===== config.mk =====
export PLATFORM = sky130hd
export DESIGN_NAME = dscs_top
export DESIGN_NICKNAME = d
export VERILOG_FILES = /design/src/logic/dscs_pkg.sv /design/src/logic/dscs_top.sv /design/src/logic/dscs_per_div.sv
export VERILOG_INCLUDE_DIRS = /design/src /design/src/logic
export SDC_FILE = /design/constraint.sdc
export NUM_CORES = 1
export LEC_CHECK = 0
export BUFFER_PORTS_ARGS = -buffer_cell sky130_fd_sc_hd__buf_2
export CORE_UTILIZATION = 30
export CTS_CLUSTER_DIAMETER = 40
export DETAILED_ROUTE_END_ITERATION = 10
export GPL_TIMING_DRIVEN = 0
export PLACE_DENSITY = 0.45
export SKIP_LAST_GASP = 1
export SYNTH_ARGS = -nofsm -noshare
export SYNTH_HDL_FRONTEND = slang
export SYNTH_HIERARCHICAL = 1
export SYNTH_SLANG_ARGS = --single-unit

===== constraint.sdc =====
create_clock -name core_clk_i -period 2 [get_ports core_clk_i]
set_input_delay 0.1 -clock core_clk_i [delete_from_list [all_inputs] [get_ports core_clk_i]]
set_output_delay 0.1 -clock core_clk_i [all_outputs]
set_load 0.03 [all_outputs]

===== src/logic/dscs_defines.svh =====
// Purpose: constants for the double speed clock select block
// Assumes: sfr bus with 8-bit data and 8-bit direct address
// Notes: bit positions follow the clock speed select register layout
`ifndef DSCS_DEFINES_SVH
`define DSCS_DEFINES_SVH
`define DSCS_CSS_ADDR 8'h8F
`define DSCS_CSS_RESET 8'h00
`define DSCS_BIT_DSM 0
`define DSCS_BIT_T0 1
`define DSCS_BIT_T1 2
`define DSCS_BIT_T2 3
`define DSCS_BIT_SP 4
`define DSCS_BIT_CA 5
`define DSCS_BIT_WD 6
`define DSCS_BIT_CAN 7
`define DSCS_PER_FAST 3'h5
`define DSCS_PER_SLOW 4'hB
`define DSCS_NUM_PER 7
`endif


===== src/logic/dscs_pkg.sv =====
// Purpose: types for the double speed clock select block
// Assumes: included constants header
// Notes: none
package dscs_pkg;
  typedef struct packed {
    logic sel;
    logic wr;
    logic [7:0] addr;
    logic [7:0] wdata;
  } dscs_sfr_req_t;
  typedef enum logic [1:0] {DSCS_OP_READ, DSCS_OP_SET, DSCS_OP_CLEAR,
    DSCS_OP_NONE} dscs_nv_op_t;
endpackage


===== src/logic/dscs_top.sv =====
// Purpose: crystal clock divide and double speed selection
// Assumes: crystal_input is sampled at core_clk_i, slower than half rate
// Notes: clocks leave as one-cycle enables, not as derived clocks
`timescale 1ns/1ps
`include "dscs_defines.svh"
module dscs_top (
  input wire logic core_clk_i,
  input wire logic srst_i,
  input wire logic crystal_input_i,
  input wire dscs_pkg::dscs_sfr_req_t sfr_req_i,
  output logic [7:0] sfr_rdata_o,
  input wire dscs_pkg::dscs_nv_op_t nv_op_i,
  input wire logic nv_op_valid_i,
  output logic nv_opt_o,
  input wire logic [1:0] serial_mode_i,
  output logic double_speed_mode_o,
  output logic phase_tick_o,
  output logic mach_cycle_o,
  output logic [`DSCS_NUM_PER-1:0] per_tick_o
);
  logic xin_s1_reg, xin_s2_reg, xin_d_reg;
  logic half_reg;
  logic nv_opt_reg;
  logic init_reg;
  logic [7:0] css_reg;
  logic dsm_act_reg;
  logic xin_rise, half_rise, css_hit;
  logic [3:0] mc_cnt_reg;
  logic [`DSCS_NUM_PER-1:0] per_slow;

  assign css_hit = sfr_req_i.sel && sfr_req_i.addr == `DSCS_CSS_ADDR;

  // two-stage synchroniser; only the second stage is observed
  always_ff @(posedge core_clk_i) begin
    if (srst_i) begin
      xin_s1_reg <= 1'b0;
      xin_s2_reg <= 1'b0;
      xin_d_reg <= 1'b0;
    end else begin
      xin_s1_reg <= crystal_input_i;
      xin_s2_reg <= xin_s1_reg;
      xin_d_reg <= xin_s2_reg;
    end
  end
  assign xin_rise = xin_s2_reg && !xin_d_reg;

  // halving on rising edges only makes duty cycle irrelevant
  always_ff @(posedge core_clk_i) begin
    if (srst_i)
      half_reg <= 1'b0;
    else if (xin_rise)
      half_reg <= !half_reg;
  end
  assign half_rise = xin_rise && !half_reg;

  // nonvolatile start option, kept across reset like a fuse
  always_ff @(posedge core_clk_i) begin
    if (nv_op_valid_i && nv_op_i == dscs_pkg::DSCS_OP_SET)
      nv_opt_reg <= 1'b1;
    else if (nv_op_valid_i && nv_op_i == dscs_pkg::DSCS_OP_CLEAR)
      nv_opt_reg <= 1'b0;
  end
  assign nv_opt_o = nv_opt_reg === 1'b1;

  // option is loaded one cycle after reset release
  always_ff @(posedge core_clk_i) begin
    if (srst_i) begin
      css_reg <= `DSCS_CSS_RESET;
      init_reg <= 1'b1;
    end else begin
      init_reg <= 1'b0;
      if (init_reg && nv_opt_o)
        css_reg[`DSCS_BIT_DSM] <= 1'b1;
      else if (css_hit && sfr_req_i.wr)
        css_reg <= sfr_req_i.wdata;
    end
  end

  always_ff @(posedge core_clk_i) begin
    if (srst_i)
      sfr_rdata_o <= 8'h00;
    else if (css_hit && !sfr_req_i.wr)
      sfr_rdata_o <= css_reg;
  end

  // mode takes effect only at a halved-clock rising edge or at the start option load, avoiding glitches
  always_ff @(posedge core_clk_i) begin
    if (srst_i)
      dsm_act_reg <= 1'b0;
    // option load wins so a coinciding halved edge cannot mask it
    else if (half_rise || (init_reg && nv_opt_o))
      dsm_act_reg <= (init_reg && nv_opt_o) ? 1'b1 :
        css_reg[`DSCS_BIT_DSM];
  end
  assign double_speed_mode_o = dsm_act_reg;

  // bypass takes every crystal edge, else every second one
  assign phase_tick_o = dsm_act_reg ? xin_rise : half_rise;

  // six phase ticks per machine cycle: 6 or 12 crystal periods
  always_ff @(posedge core_clk_i) begin
    if (srst_i) begin
      mc_cnt_reg <= 4'h0;
      mach_cycle_o <= 1'b0;
    end else begin
      mach_cycle_o <= 1'b0;
      if (phase_tick_o) begin
        if (mc_cnt_reg >= {1'b0, `DSCS_PER_FAST}) begin
          mc_cnt_reg <= 4'h0;
          mach_cycle_o <= 1'b1;
        end else begin
          mc_cnt_reg <= mc_cnt_reg + 4'h1;
        end
      end
    end
  end

  genvar gi;
  generate
    for (gi = 0; gi < `DSCS_NUM_PER; gi++) begin : g_per
      if (gi + 1 == `DSCS_BIT_SP) begin : g_sp
        assign per_slow[gi] = !dsm_act_reg || css_reg[gi+1] ||
          !(serial_mode_i == 2'h0 || serial_mode_i == 2'h2);
      end else begin : g_oth
        assign per_slow[gi] = !dsm_act_reg || css_reg[gi+1];
      end
      dscs_per_div u_div (
        .core_clk_i(core_clk_i),
        .srst_i(srst_i),
        .tick_i(xin_rise),
        .slow_i(per_slow[gi]),
        .pulse_o(per_tick_o[gi])
      );
    end
  endgenerate

  property p_bypass_tick;
    @(posedge core_clk_i) disable iff (srst_i)
      dsm_act_reg && xin_rise |-> phase_tick_o;
  endproperty
  a_bypass_tick: assert property (p_bypass_tick)
    else $error("double speed missed a crystal tick");

  property p_std_halves;
    @(posedge core_clk_i) disable iff (srst_i)
      !dsm_act_reg && xin_rise && half_reg |-> !phase_tick_o;
  endproperty
  a_std_halves: assert property (p_std_halves)
    else $error("standard mode ticked on the odd edge");

  property p_switch_edge;
    @(posedge core_clk_i) disable iff (srst_i)
      !init_reg && $past(!init_reg) && $changed(dsm_act_reg)
        |-> $past(half_rise);
  endproperty
  a_switch_edge: assert property (p_switch_edge)
    else $error("mode changed off a halved clock edge");

  property p_reset_std;
    @(posedge core_clk_i) $fell(srst_i) |-> !dsm_act_reg;
  endproperty
  a_reset_std: assert property (p_reset_std)
    else $error("mode not standard after reset");

  property p_start_opt;
    @(posedge core_clk_i) disable iff (srst_i)
      init_reg && nv_opt_o |=> dsm_act_reg && css_reg[0];
  endproperty
  a_start_opt: assert property (p_start_opt)
    else $error("start option ignored");

  property p_nv_set;
    @(posedge core_clk_i)
      nv_op_valid_i && nv_op_i == dscs_pkg::DSCS_OP_SET |=> nv_opt_o;
  endproperty
  a_nv_set: assert property (p_nv_set)
    else $error("option set not stored");

  property p_sel_ignored;
    @(posedge core_clk_i) disable iff (srst_i)
      !dsm_act_reg |-> &per_slow;
  endproperty
  a_sel_ignored: assert property (p_sel_ignored)
    else $error("select bit active in standard mode");

  property p_serial_mode;
    @(posedge core_clk_i) disable iff (srst_i)
      serial_mode_i == 2'h1 |-> per_slow[`DSCS_BIT_SP-1];
  endproperty
  a_serial_mode: assert property (p_serial_mode)
    else $error("serial select acted in mode 1");

  property p_sel_fast;
    @(posedge core_clk_i) disable iff (srst_i)
      dsm_act_reg && !css_reg[`DSCS_BIT_T0] |-> !per_slow[0];
  endproperty
  a_sel_fast: assert property (p_sel_fast)
    else $error("timer zero not fast");

  c_enter_ds: cover property (@(posedge core_clk_i) $rose(dsm_act_reg));
  c_leave_ds: cover property (@(posedge core_clk_i) $fell(dsm_act_reg));
  c_mc: cover property (@(posedge core_clk_i) mach_cycle_o && dsm_act_reg);
  c_nv_start: cover property (@(posedge core_clk_i) init_reg && nv_opt_o);
  c_sp_fast: cover property (@(posedge core_clk_i)
    dsm_act_reg && !per_slow[`DSCS_BIT_SP-1]);

  property p_rd_data;
    @(posedge core_clk_i) disable iff (srst_i)
      !srst_i && css_hit && !sfr_req_i.wr
        |=> sfr_rdata_o == $past(css_reg);
  endproperty
  a_rd_data: assert property (p_rd_data)
    else $error("read data differs from register");
endmodule


===== src/logic/dscs_per_div.sv =====
// Purpose: peripheral tick generator from the crystal tick stream
// Assumes: tick_i is one pulse per crystal period seen by the block
// Notes: period is 6 or 12 ticks chosen by slow_i
`timescale 1ns/1ps
`include "dscs_defines.svh"
module dscs_per_div (
  input wire logic core_clk_i,
  input wire logic srst_i,
  input wire logic tick_i,
  input wire logic slow_i,
  output logic pulse_o
);
  logic [3:0] cnt_reg;
  logic [3:0] top;
  assign top = slow_i ? `DSCS_PER_SLOW : {1'b0, `DSCS_PER_FAST};
  always_ff @(posedge core_clk_i) begin
    if (srst_i) begin
      cnt_reg <= 4'h0;
      pulse_o <= 1'b0;
    end else begin
      pulse_o <= 1'b0;
      if (tick_i) begin
        // a shortened top mid-count wraps rather than overrunning
        if (cnt_reg >= top) begin
          cnt_reg <= 4'h0;
          pulse_o <= 1'b1;
        end else begin
          cnt_reg <= cnt_reg + 4'h1;
        end
      end
    end
  end
endmodule


* Word-level counts from Yosys, hierarchy flattened
Cells that the tools add are included.
** Word-level totals
- Memory bits (read-only) :: 0
- Output and inout port bits :: 19
- Input port bits :: 26
- Bits in latches :: 0
- Memory bits (writable) :: 0
- Flip-flop bits (word level) :: 63
- Logic and storage cells :: 106
- Memories :: 0
** Operators by class
- $lt $le $gt $ge :: 8
- Reductions and logical operators :: 28
- Multiply operators :: 0
- Bitwise logic cells :: 3
- Shift operators :: 0
- Muxes and demuxes :: 28
- Add/sub/neg operators :: 8
- Div/mod/pow operators :: 0
- Equal/unequal tests :: 5
** Operator list (count)
- $mux W4 :: 15
- $add A4 B1 Y4 const B :: 8
- $ge A4 B4 Y1 :: 7
- $mux W1 :: 13
- $logic_or A1 B1 Y1 :: 10
- $eq A8 B8 Y1 const B :: 1
- $logic_and A1 B1 Y1 :: 8
- $logic_not A1 Y1 :: 5
- $eq A2 B2 Y1 const B :: 2
- $ge A4 B3 Y1 const B :: 1
- $reduce_or A2 Y1 :: 2
- $not A1 Y1 :: 3
- $eq A2 B1 Y1 const B :: 1
- $logic_not A2 Y1 :: 1
- $reduce_and A2 Y1 :: 1
- $reduce_bool A2 Y1 :: 1
- $eqx A1 B1 Y1 const B :: 1

* Longest topological paths before layout
Gate-level depths: netlist of the first run.
- Word-level depth :: 7
- Mapped depth :: 6
- Mapped depth without buffers :: 6

* Modules after synthesis
Netlist of the first run, hierarchy kept.
** By module, submodules not included
- dscs_per_div :: cells an instance 31, seq. area each 100.1 um^2, instances 7, area an instance 310.3 um^2
- dscs_top :: cells an instance 122, seq. area each 560.5 um^2, instances 1, area an instance 1172.4 um^2

* Worst setup path after synthesis of the first run
OpenSTA, ideal clock, no wires.
- Kind :: register to register
- From :: reg dsm_act_reg, in the netlist double_speed_mode_o
- To :: reg g_per[3].u_div.pulse_o
- Arrival time :: 2.001 ns
- Buffers on the path :: 0
- Stages on the path, launching flop included :: 7
- Library setup time :: 0.119 ns
- Setup slack :: -0.119 ns
- Cells stage by stage :: dfxtp_1 or3b_2 inv_1 ha_1 a211oi_4 o21ai_1 and3b_1
** Between the ends
- Longest elaborated chain between the ends :: 6
** Ends and longest elaborated chain
- start: declaration :: RTL line dscs_top.sv:26 : logic dsm_act_reg;
- start signal: assignment :: RTL line dscs_top.sv:92 : dsm_act_reg <= (init_reg && nv_opt_o) ? 1'b1 :
- $logic_not A1 Y1 :: RTL line dscs_top.sv:122 : assign per_slow[gi] = !dsm_act_reg || css_reg[gi+1] ||
- $logic_or A1 B1 Y1 (2 in a row) :: RTL line dscs_top.sv:122
- net per_slow[3] :: RTL line dscs_top.sv:29 : logic [`DSCS_NUM_PER-1:0] per_slow;
- $mux W4 :: RTL line dscs_per_div.sv:15 : assign top = slow_i ? `DSCS_PER_SLOW : {1'b0, `DSCS_PER_FAST};
- $ge A4 B4 Y1 :: RTL line dscs_per_div.sv:24 : if (cnt_reg >= top) begin
- $mux W1 :: RTL line dscs_per_div.sv:24
- end signal: assignment :: RTL line dscs_per_div.sv:19 : pulse_o <= 1'b0;
- end signal: assignment :: RTL line dscs_per_div.sv:21 : pulse_o <= 1'b0;
- end signal: assignment :: RTL line dscs_per_div.sv:26 : pulse_o <= 1'b1;
- end: declaration :: RTL line dscs_per_div.sv:11 : output logic pulse_o
The timed path passes the listed nets, and every way through them passes these cells.
A chain may end at the register's enable or synchronous reset.

* Worst setup path after layout of the first run
- From :: reg dsm_act_reg, in the netlist double_speed_mode_o
- To :: reg g_per[3].u_div.cnt_reg[2]
** Between the ends
- Longest elaborated chain between the ends :: 6
** Ends and longest elaborated chain
- $logic_not A1 Y1 :: RTL line dscs_top.sv:122
- $logic_or A1 B1 Y1 (2 in a row) :: RTL line dscs_top.sv:122
- net per_slow[3] :: RTL line dscs_top.sv:29
- $mux W4 :: RTL line dscs_per_div.sv:15
- $ge A4 B4 Y1 :: RTL line dscs_per_div.sv:24
- $mux W4 :: RTL line dscs_per_div.sv:24
- end signal: assignment :: RTL line dscs_per_div.sv:28 : cnt_reg <= cnt_reg + 4'h1;
- end: declaration :: RTL line dscs_per_div.sv:13 : logic [3:0] cnt_reg;
The timed path passes the listed nets, and every way through them passes these cells.

==> impl_metrics.py, run 1 <==
metrics = {
    "status": {
        "outcome": "completed",
    },
    "power": {
        "ir_drop_mv": 0.348,
        "p_total_mw": 2.70,
        "leakagePower_nw": 1.73,
        "power.density_nw_per_um2": 669,
    },
    "placed_design": {
        "hpwl_mm": 4.87,
        "io_buffers": 43,
        "place.gp.congestion": 0.717,
    },
    "detailed_routing": {
        "wirelength_mm": 7.28,
        "vias_per_cell": 4.87,
        "wl_per_cell_um": 13.3,
        "first_pass_iters": 4,
        "num_vias": 2671,
        "drt-initial-drc-count": 105,
        "route.detailed.drc": 0,
        "ant_nets": 0,
    },
    "clocking": {
        "insertion_delay_ps": 350,
        "clock_sinks": 63,
        "cts_tree": "yes",
        "root_buffer": "clkbuf_8",
        "cts_buffer_depth": 2,
        "clk_pin_slew_worst_paths_ps": 70,
        "cts_inserted_buffers": 9,
        "h-tree-depth": 3,
    },
    "worst_hold_path": {
        "hold_path.class": "in2reg",
    },
    "sta": {
        "fin_crit_sh": 0.961,
        "slew_violations": 0,
        "rsz0062_at_grt": "yes",
        "hold_slack_ps": 26.5,
        "tightest_slew_ps": 827,
        "report.final.hold_viol_count": 0,
        "finClkSkew_ps": 5.51,
        "timing.final.crit_period_ps": 1920,
        "slew_headroom": 0.448,
        "setup_violations": 0,
        "fmax_mhz": 520,
    },
    "synth": {
        "synth_seq_cells": 63,
        "synth_warnings": 6,
        "synthTopCellsByArea": "dfxtp_1 38%, ha_1 12%, mux2i_1 4.8%, a211oi_4 4.2%, nand2b_1 3.7%",
        "syn_nets": 396,
        "yosys.area.top_type": "dfxtp_1",
        "syn_area_sq_um": 3340,
        "seq_area_frac_synth": 0.377,
        "synth_cells": 339,
        "synth_top_cell_area_share": 0.377,
        "avgSynthCellArea_sq_um": 9.87,
        "synth_cell_types": 38,
    },
    "worst_setup_path": {
        "critPathKind": "reg2reg",
        "path_max_fanout": 5,
        "cp.required_ps": 2270,
        "worstPathArrival_ps": 2190,
        "cp-start-kind": "flip-flop",
        "worst_setup_path_end_kind": "flip-flop",
    },
    "die": {
        "initial_core_util": 0.309,
        "row_count": 38,
        "die-area_sq_um": 11600,
        "ios": 45,
        "die_w_um": 108,
        "core_area_sq_um": 10800,
        "die_h_um": 108,
    },
    "layout": {
        "nNetsFinal": 461,
        "largest_register_ffs": 28,
        "final_common_cell": "dfxtp_1",
        "diodes": 0,
        "final_cell_mix": "62 x dfxtp_1, 44 x buf_2, 31 x ha_1",
        "synthToLayoutAreaGrowth_pct": 20.8,
        "drive_gt1_frac": 0.200,
    },
    "global_route": {
        "grt-ovfl-total": 0,
        "grt_first_pass_wirelength_mm": 12.4,
        "track_usage": 0.140,
        "antenna_found_initial": 0,
        "grt_pass1_vias": 2618,
        "grt_max_degree": 64,
    },
    "run": {
        "drv_cap": 0,
    },
}
path summary, 6_finish.rpt:
path	endpoint	startpoint	slack, ps	cells after the start
hold / removal	css_reg[3]	sfr_req_i[3]	30	3
setup / recovery	g_per[3].u_div/cnt_reg[2]	double_speed_mode_o	80	6
setup reg to reg	g_per[3].u_div/cnt_reg[2]	double_speed_mode_o	80	6
hold reg to reg	xin_d_reg	xin_s2_reg	460	1
area by class of cell:
| class | count | area, sq um |
|---|---|---|
| Buffer | 5 | 27.5 |
| Clock buffer | 12 | 145 |
| Clock inverter | 4 | 45.0 |
| Fill cell | 1114 | 6800 |
| Inverter | 26 | 101 |
| Multi-Input combinational cell | 245 | 1960 |
| Sequential cell | 63 | 1260 |
| Tap cell | 140 | 175 |
| Timing Repair Buffer | 54 | 320 |
cells by family after synthesis:
kind of cell	synth area share
muxes	0.0479
DFF	0.377
AOI/OAI and AO/OA	0.208
and+or+nand+nor	0.193
xor gates and xnor gates	0.0210
adders and majority gates	0.116
buffers and inverters	0.0378
metrics by stage:
step	TNS, ps	utilization	cell area (sq um)	instances	setup WS, ps
final	0	0.373	4040	549	78.1
after global routing	-81.7	0.373	4040	549	-29.2
after CTS	0	0.372	4030	549	19.6
after detailed placement	-309	0.345	3740	522	-95.2
after global placement	-11820	0.345	3740	522	-539
after floorplan	0	-	3350	339	27.2
timing repair:
action                     4_1_cts  5_1_grt
hold endpoints to repair         8        0
hold buffers                     9        0
setup endpoints to repair        5       20
gates resized for setup          1        3
pin swaps                        1        4
buffers inserted                 2        0
synthesized netlist by cell type (all sizes together):
cell	number
inv	25
a211oi	15
nor3b	9
a21oi	22
nor4b	1
nor3	1
dfxtp	63
clkinv	1
o21bai	1
or3b	1
clkbuf	3
nand4	9
and4bb	1
nand3	4
and3b	14
xor2	8
nand2b	20
and3	2
and4b	1
or2b	9
ha	31
o2111ai	14
nor2	17
o21ai	23
o211ai	7
or2	1
a31oi	7
a21boi	1
and2b	1
mux2i	16
buf	2
nor2b	4
nand2	5
critical path, cell delays in order (launching register included):
cell and delay (ps):
dfxtp_4 360, or3b_2 450, inv_1 100, ha_1 260, a211oi_4 340, o2111ai_1 170
a31oi_1 170
per-layer routing:
metal,global-route usage,vias to the layer above,part of all wire
met3,0.0393,11,0.042
met1,0.179,1233,0.51
met4,0.0714,0,0.023
li1,-,1372,-
met5,0,-,0
met2,0.212,55,0.43
power breakdown:
| part | switching (mW) | total, mW | internal [mW] |
|---|---|---|---|
| registers | 0.0317 | 1.31 | 1.28 |
| logic | 0.168 | 0.289 | 0.121 |
| clock network | 0.495 | 1.10 | 0.604 |
| total | 0.695 | 2.70 | 2.01 |
Power figures use the tool's default switching activity.
==> inputs of run 2 (changes only) <==
--- a/config.mk
+++ b/config.mk
@@ -7,11 +7,12 @@
 export NUM_CORES = 1
 export LEC_CHECK = 0
 export BUFFER_PORTS_ARGS = -buffer_cell sky130_fd_sc_hd__buf_2
-export CORE_UTILIZATION = 30
+export CORE_UTILIZATION = 45
 export CTS_CLUSTER_DIAMETER = 40
 export DETAILED_ROUTE_END_ITERATION = 10
 export GPL_TIMING_DRIVEN = 0
-export PLACE_DENSITY = 0.45
+export MAX_ROUTING_LAYER = met4
+export PLACE_DENSITY = 0.63
 export SKIP_LAST_GASP = 1
 export SYNTH_ARGS = -nofsm -noshare
 export SYNTH_HDL_FRONTEND = slang
==> impl_metrics.py, run 2 (synthesis results as in run 1) <==
metrics = {
    "die": {
        "die_w_um": 88.2,
        "core_area_sq_um": 7210,
        "row_count": 31,
        "ios": 45,
        "die-area_sq_um": 7780,
        "die_h_um": 88.2,
        "initial_core_util": 0.464,
    },
    "worst_setup_path": {
        "path_max_fanout": 5,
        "cp_slowest_cell": "dfxtp_4",
        "cp.required_ps": 2260,
        "cp.buffers_inverters": 2,
        "r2r_slack_ps": 160,
        "reg2reg_to": "g_per[6].u_div/cnt_reg[3]",
        "worst_setup_path_end_kind": "flip-flop",
        "critical-path-top-delay-family": "compound AO/OA/AOI/OAI gates",
        "cp-start-kind": "flip-flop",
        "crit_end": "g_per[6].u_div/cnt_reg[3]",
        "cp-startpoint": "double_speed_mode_o",
        "critPathKind": "reg2reg",
        "ff2ff_path_depth": 7,
        "r2r_start": "double_speed_mode_o",
        "worstPathArrival_ps": 2100,
        "critPathMaxStageDelay_ps": 350,
        "cp.depth": 7,
        "path_cells": "buf_4, or2b_1, inv_1, ha_1, a211oi_4, o21ai_1, a211oi_2",
    },
    "sta": {
        "fin_crit_sh": 0.922,
        "tightest_slew_ps": 733,
        "rsz0062_at_grt": "no",
        "finClkSkew_ps": 5.67,
        "worst_slack_ps": 157,
        "fmax_mhz": 543,
        "setup_violations": 0,
        "timing.final.crit_period_ps": 1840,
        "slew_headroom": 0.511,
        "slew_violations": 0,
        "report.final.hold_viol_count": 0,
    },
    "clocking": {
        "clk_pin_slew_worst_paths_ps": 70,
        "h-tree-depth": 3,
        "cts_tree": "yes",
        "clock_sinks": 63,
        "insertion_delay_ps": 340,
        "root_buffer": "clkbuf_8",
        "cts_inserted_buffers": 9,
        "cts_buffer_depth": 2,
    },
    "power": {
        "p_seq_frac": 0.462,
        "power_switching_mw": 0.674,
        "swShare": 0.237,
        "ir_drop_mv": 0.353,
        "p_total_mw": 2.84,
        "leakagePower_nw": 1.73,
        "power.density_nw_per_um2": 709,
        "p_clk_frac": 0.439,
        "intPower_mw": 2.17,
        "p_comb_frac": 0.100,
    },
    "global_route": {
        "grt_first_pass_wirelength_mm": 10.9,
        "grt-ovfl-total": 0,
        "track_usage": 0.188,
        "grt_max_degree": 64,
        "antenna_found_initial": 0,
        "grt_pass1_vias": 2438,
    },
    "detailed_routing": {
        "first_pass_iters": 6,
        "route.detailed.drc": 0,
        "vias_per_cell": 5.35,
        "ant_nets": 0,
        "wirelength_mm": 6.50,
        "drt-initial-drc-count": 129,
        "wl_per_cell_um": 12.8,
        "num_vias": 2709,
    },
    "placed_design": {
        "pre_cts_ws_ps": -60.0,
        "hpwl_mm": 4.48,
        "place.gp.congestion": 0.824,
        "io_buffers": 43,
        "placed_area_sq_um": 3680,
    },
    "worst_hold_path": {
        "hold_path.class": "in2reg",
        "worstHoldStart": "sfr_req_i[6]",
    },
    "layout": {
        "final_common_cell": "dfxtp_1",
        "final_area_sq_um": 4010,
        "final.fill_count": 677,
        "finish.utilization": 0.556,
        "final_cell_mix": "62 x dfxtp_1, 44 x buf_2, 31 x ha_1",
        "drive_gt1_frac": 0.206,
        "largest_register_ffs": 28,
        "seq_area_sq_um": 1260,
        "diodes": 0,
        "multi_input_area_sq_um": 1970,
        "synthToLayoutAreaGrowth_pct": 19.9,
        "nNetsFinal": 459,
    },
    "run": {
        "drv_cap": 0,
    },
    "status": {
        "outcome": "completed",
    },
}
==> run 2: cell types whose count changed in the layout (fill, tap and decap cells not counted) <==
cell           delta
o2111ai_2         +1
clkbuf_8          +1
clkinv_2          -2
or3b_2            -1
bufinv_16         +1
or3b_4            +1
inv_1             -1
dlygate4sd3_1     -2
inv_2             +1
o2111ai_1         -1
==> run 2: worst min-delay path, cell delays in order <==
cell and delay [ps]:
buf_2 90, mux2i_1 50, nor2_1 70
==> run 2: worst min-delay path by stage <==
stage	slack (ps)	end	depth (start not counted)
2_1_floorplan	130	init_reg	0
3_3_place_gp	300	nv_opt_reg	2
3_5_place_dp	300	nv_opt_reg	2
4_1_cts	2	css_reg[6]	3
5_1_grt	10	css_reg[6]	3
6_report	5	css_reg[6]	3
==> run 2: power groups by stage <==
stage / registers (mW) / clock network (mW) / logic [mW]
floorplan: 1.35 / 0 / 0.172
global placement: 1.35 / 0 / 0.251
detailed placement: 1.35 / 0 / 0.257
CTS: 1.32 / 1.29 / 0.271
global route: 1.32 / 1.34 / 0.323
finish: 1.31 / 1.25 / 0.284
==> run 2: what timing repair did <==
item	in CTS	in global routing
gates resized for setup	1	6
hold endpoints to repair	6	0
pin swaps	1	2
setup buffers	0	2
hold buffers	7	0
setup endpoints to repair	4	11
gates cloned	0	0
==> run 2: area by class of cell <==
cell class              instances  share of cell area
multi-input cells             245               0.491
flip-flops and latches         63               0.315
repair buffers                 52              0.0749
clock buffers                  13              0.0396
well taps                      99              0.0309
inverters                      26              0.0253
clock inverters                 3              0.0162
plain buffers                   5             0.00686
==> run 2: through the flow <==
step	cells	setup TNS, ps	hold WS (ps)
finish	506	0	4.56
global route	506	0	12.1
CTS	504	0	2.38
detailed placement	481	-155	299
global placement	481	-8780	295
floorplan	339	0	128
==> run 2: per-layer routing <==
metal  global-route usage  part of all wire  vias to the layer above
met5                    -                 0                        -
li1                     -                 -                     1378
met4               0.0997             0.024                        0
met2                0.284              0.46                       50
met3               0.0401             0.031                       15
met1                0.236              0.49                     1266
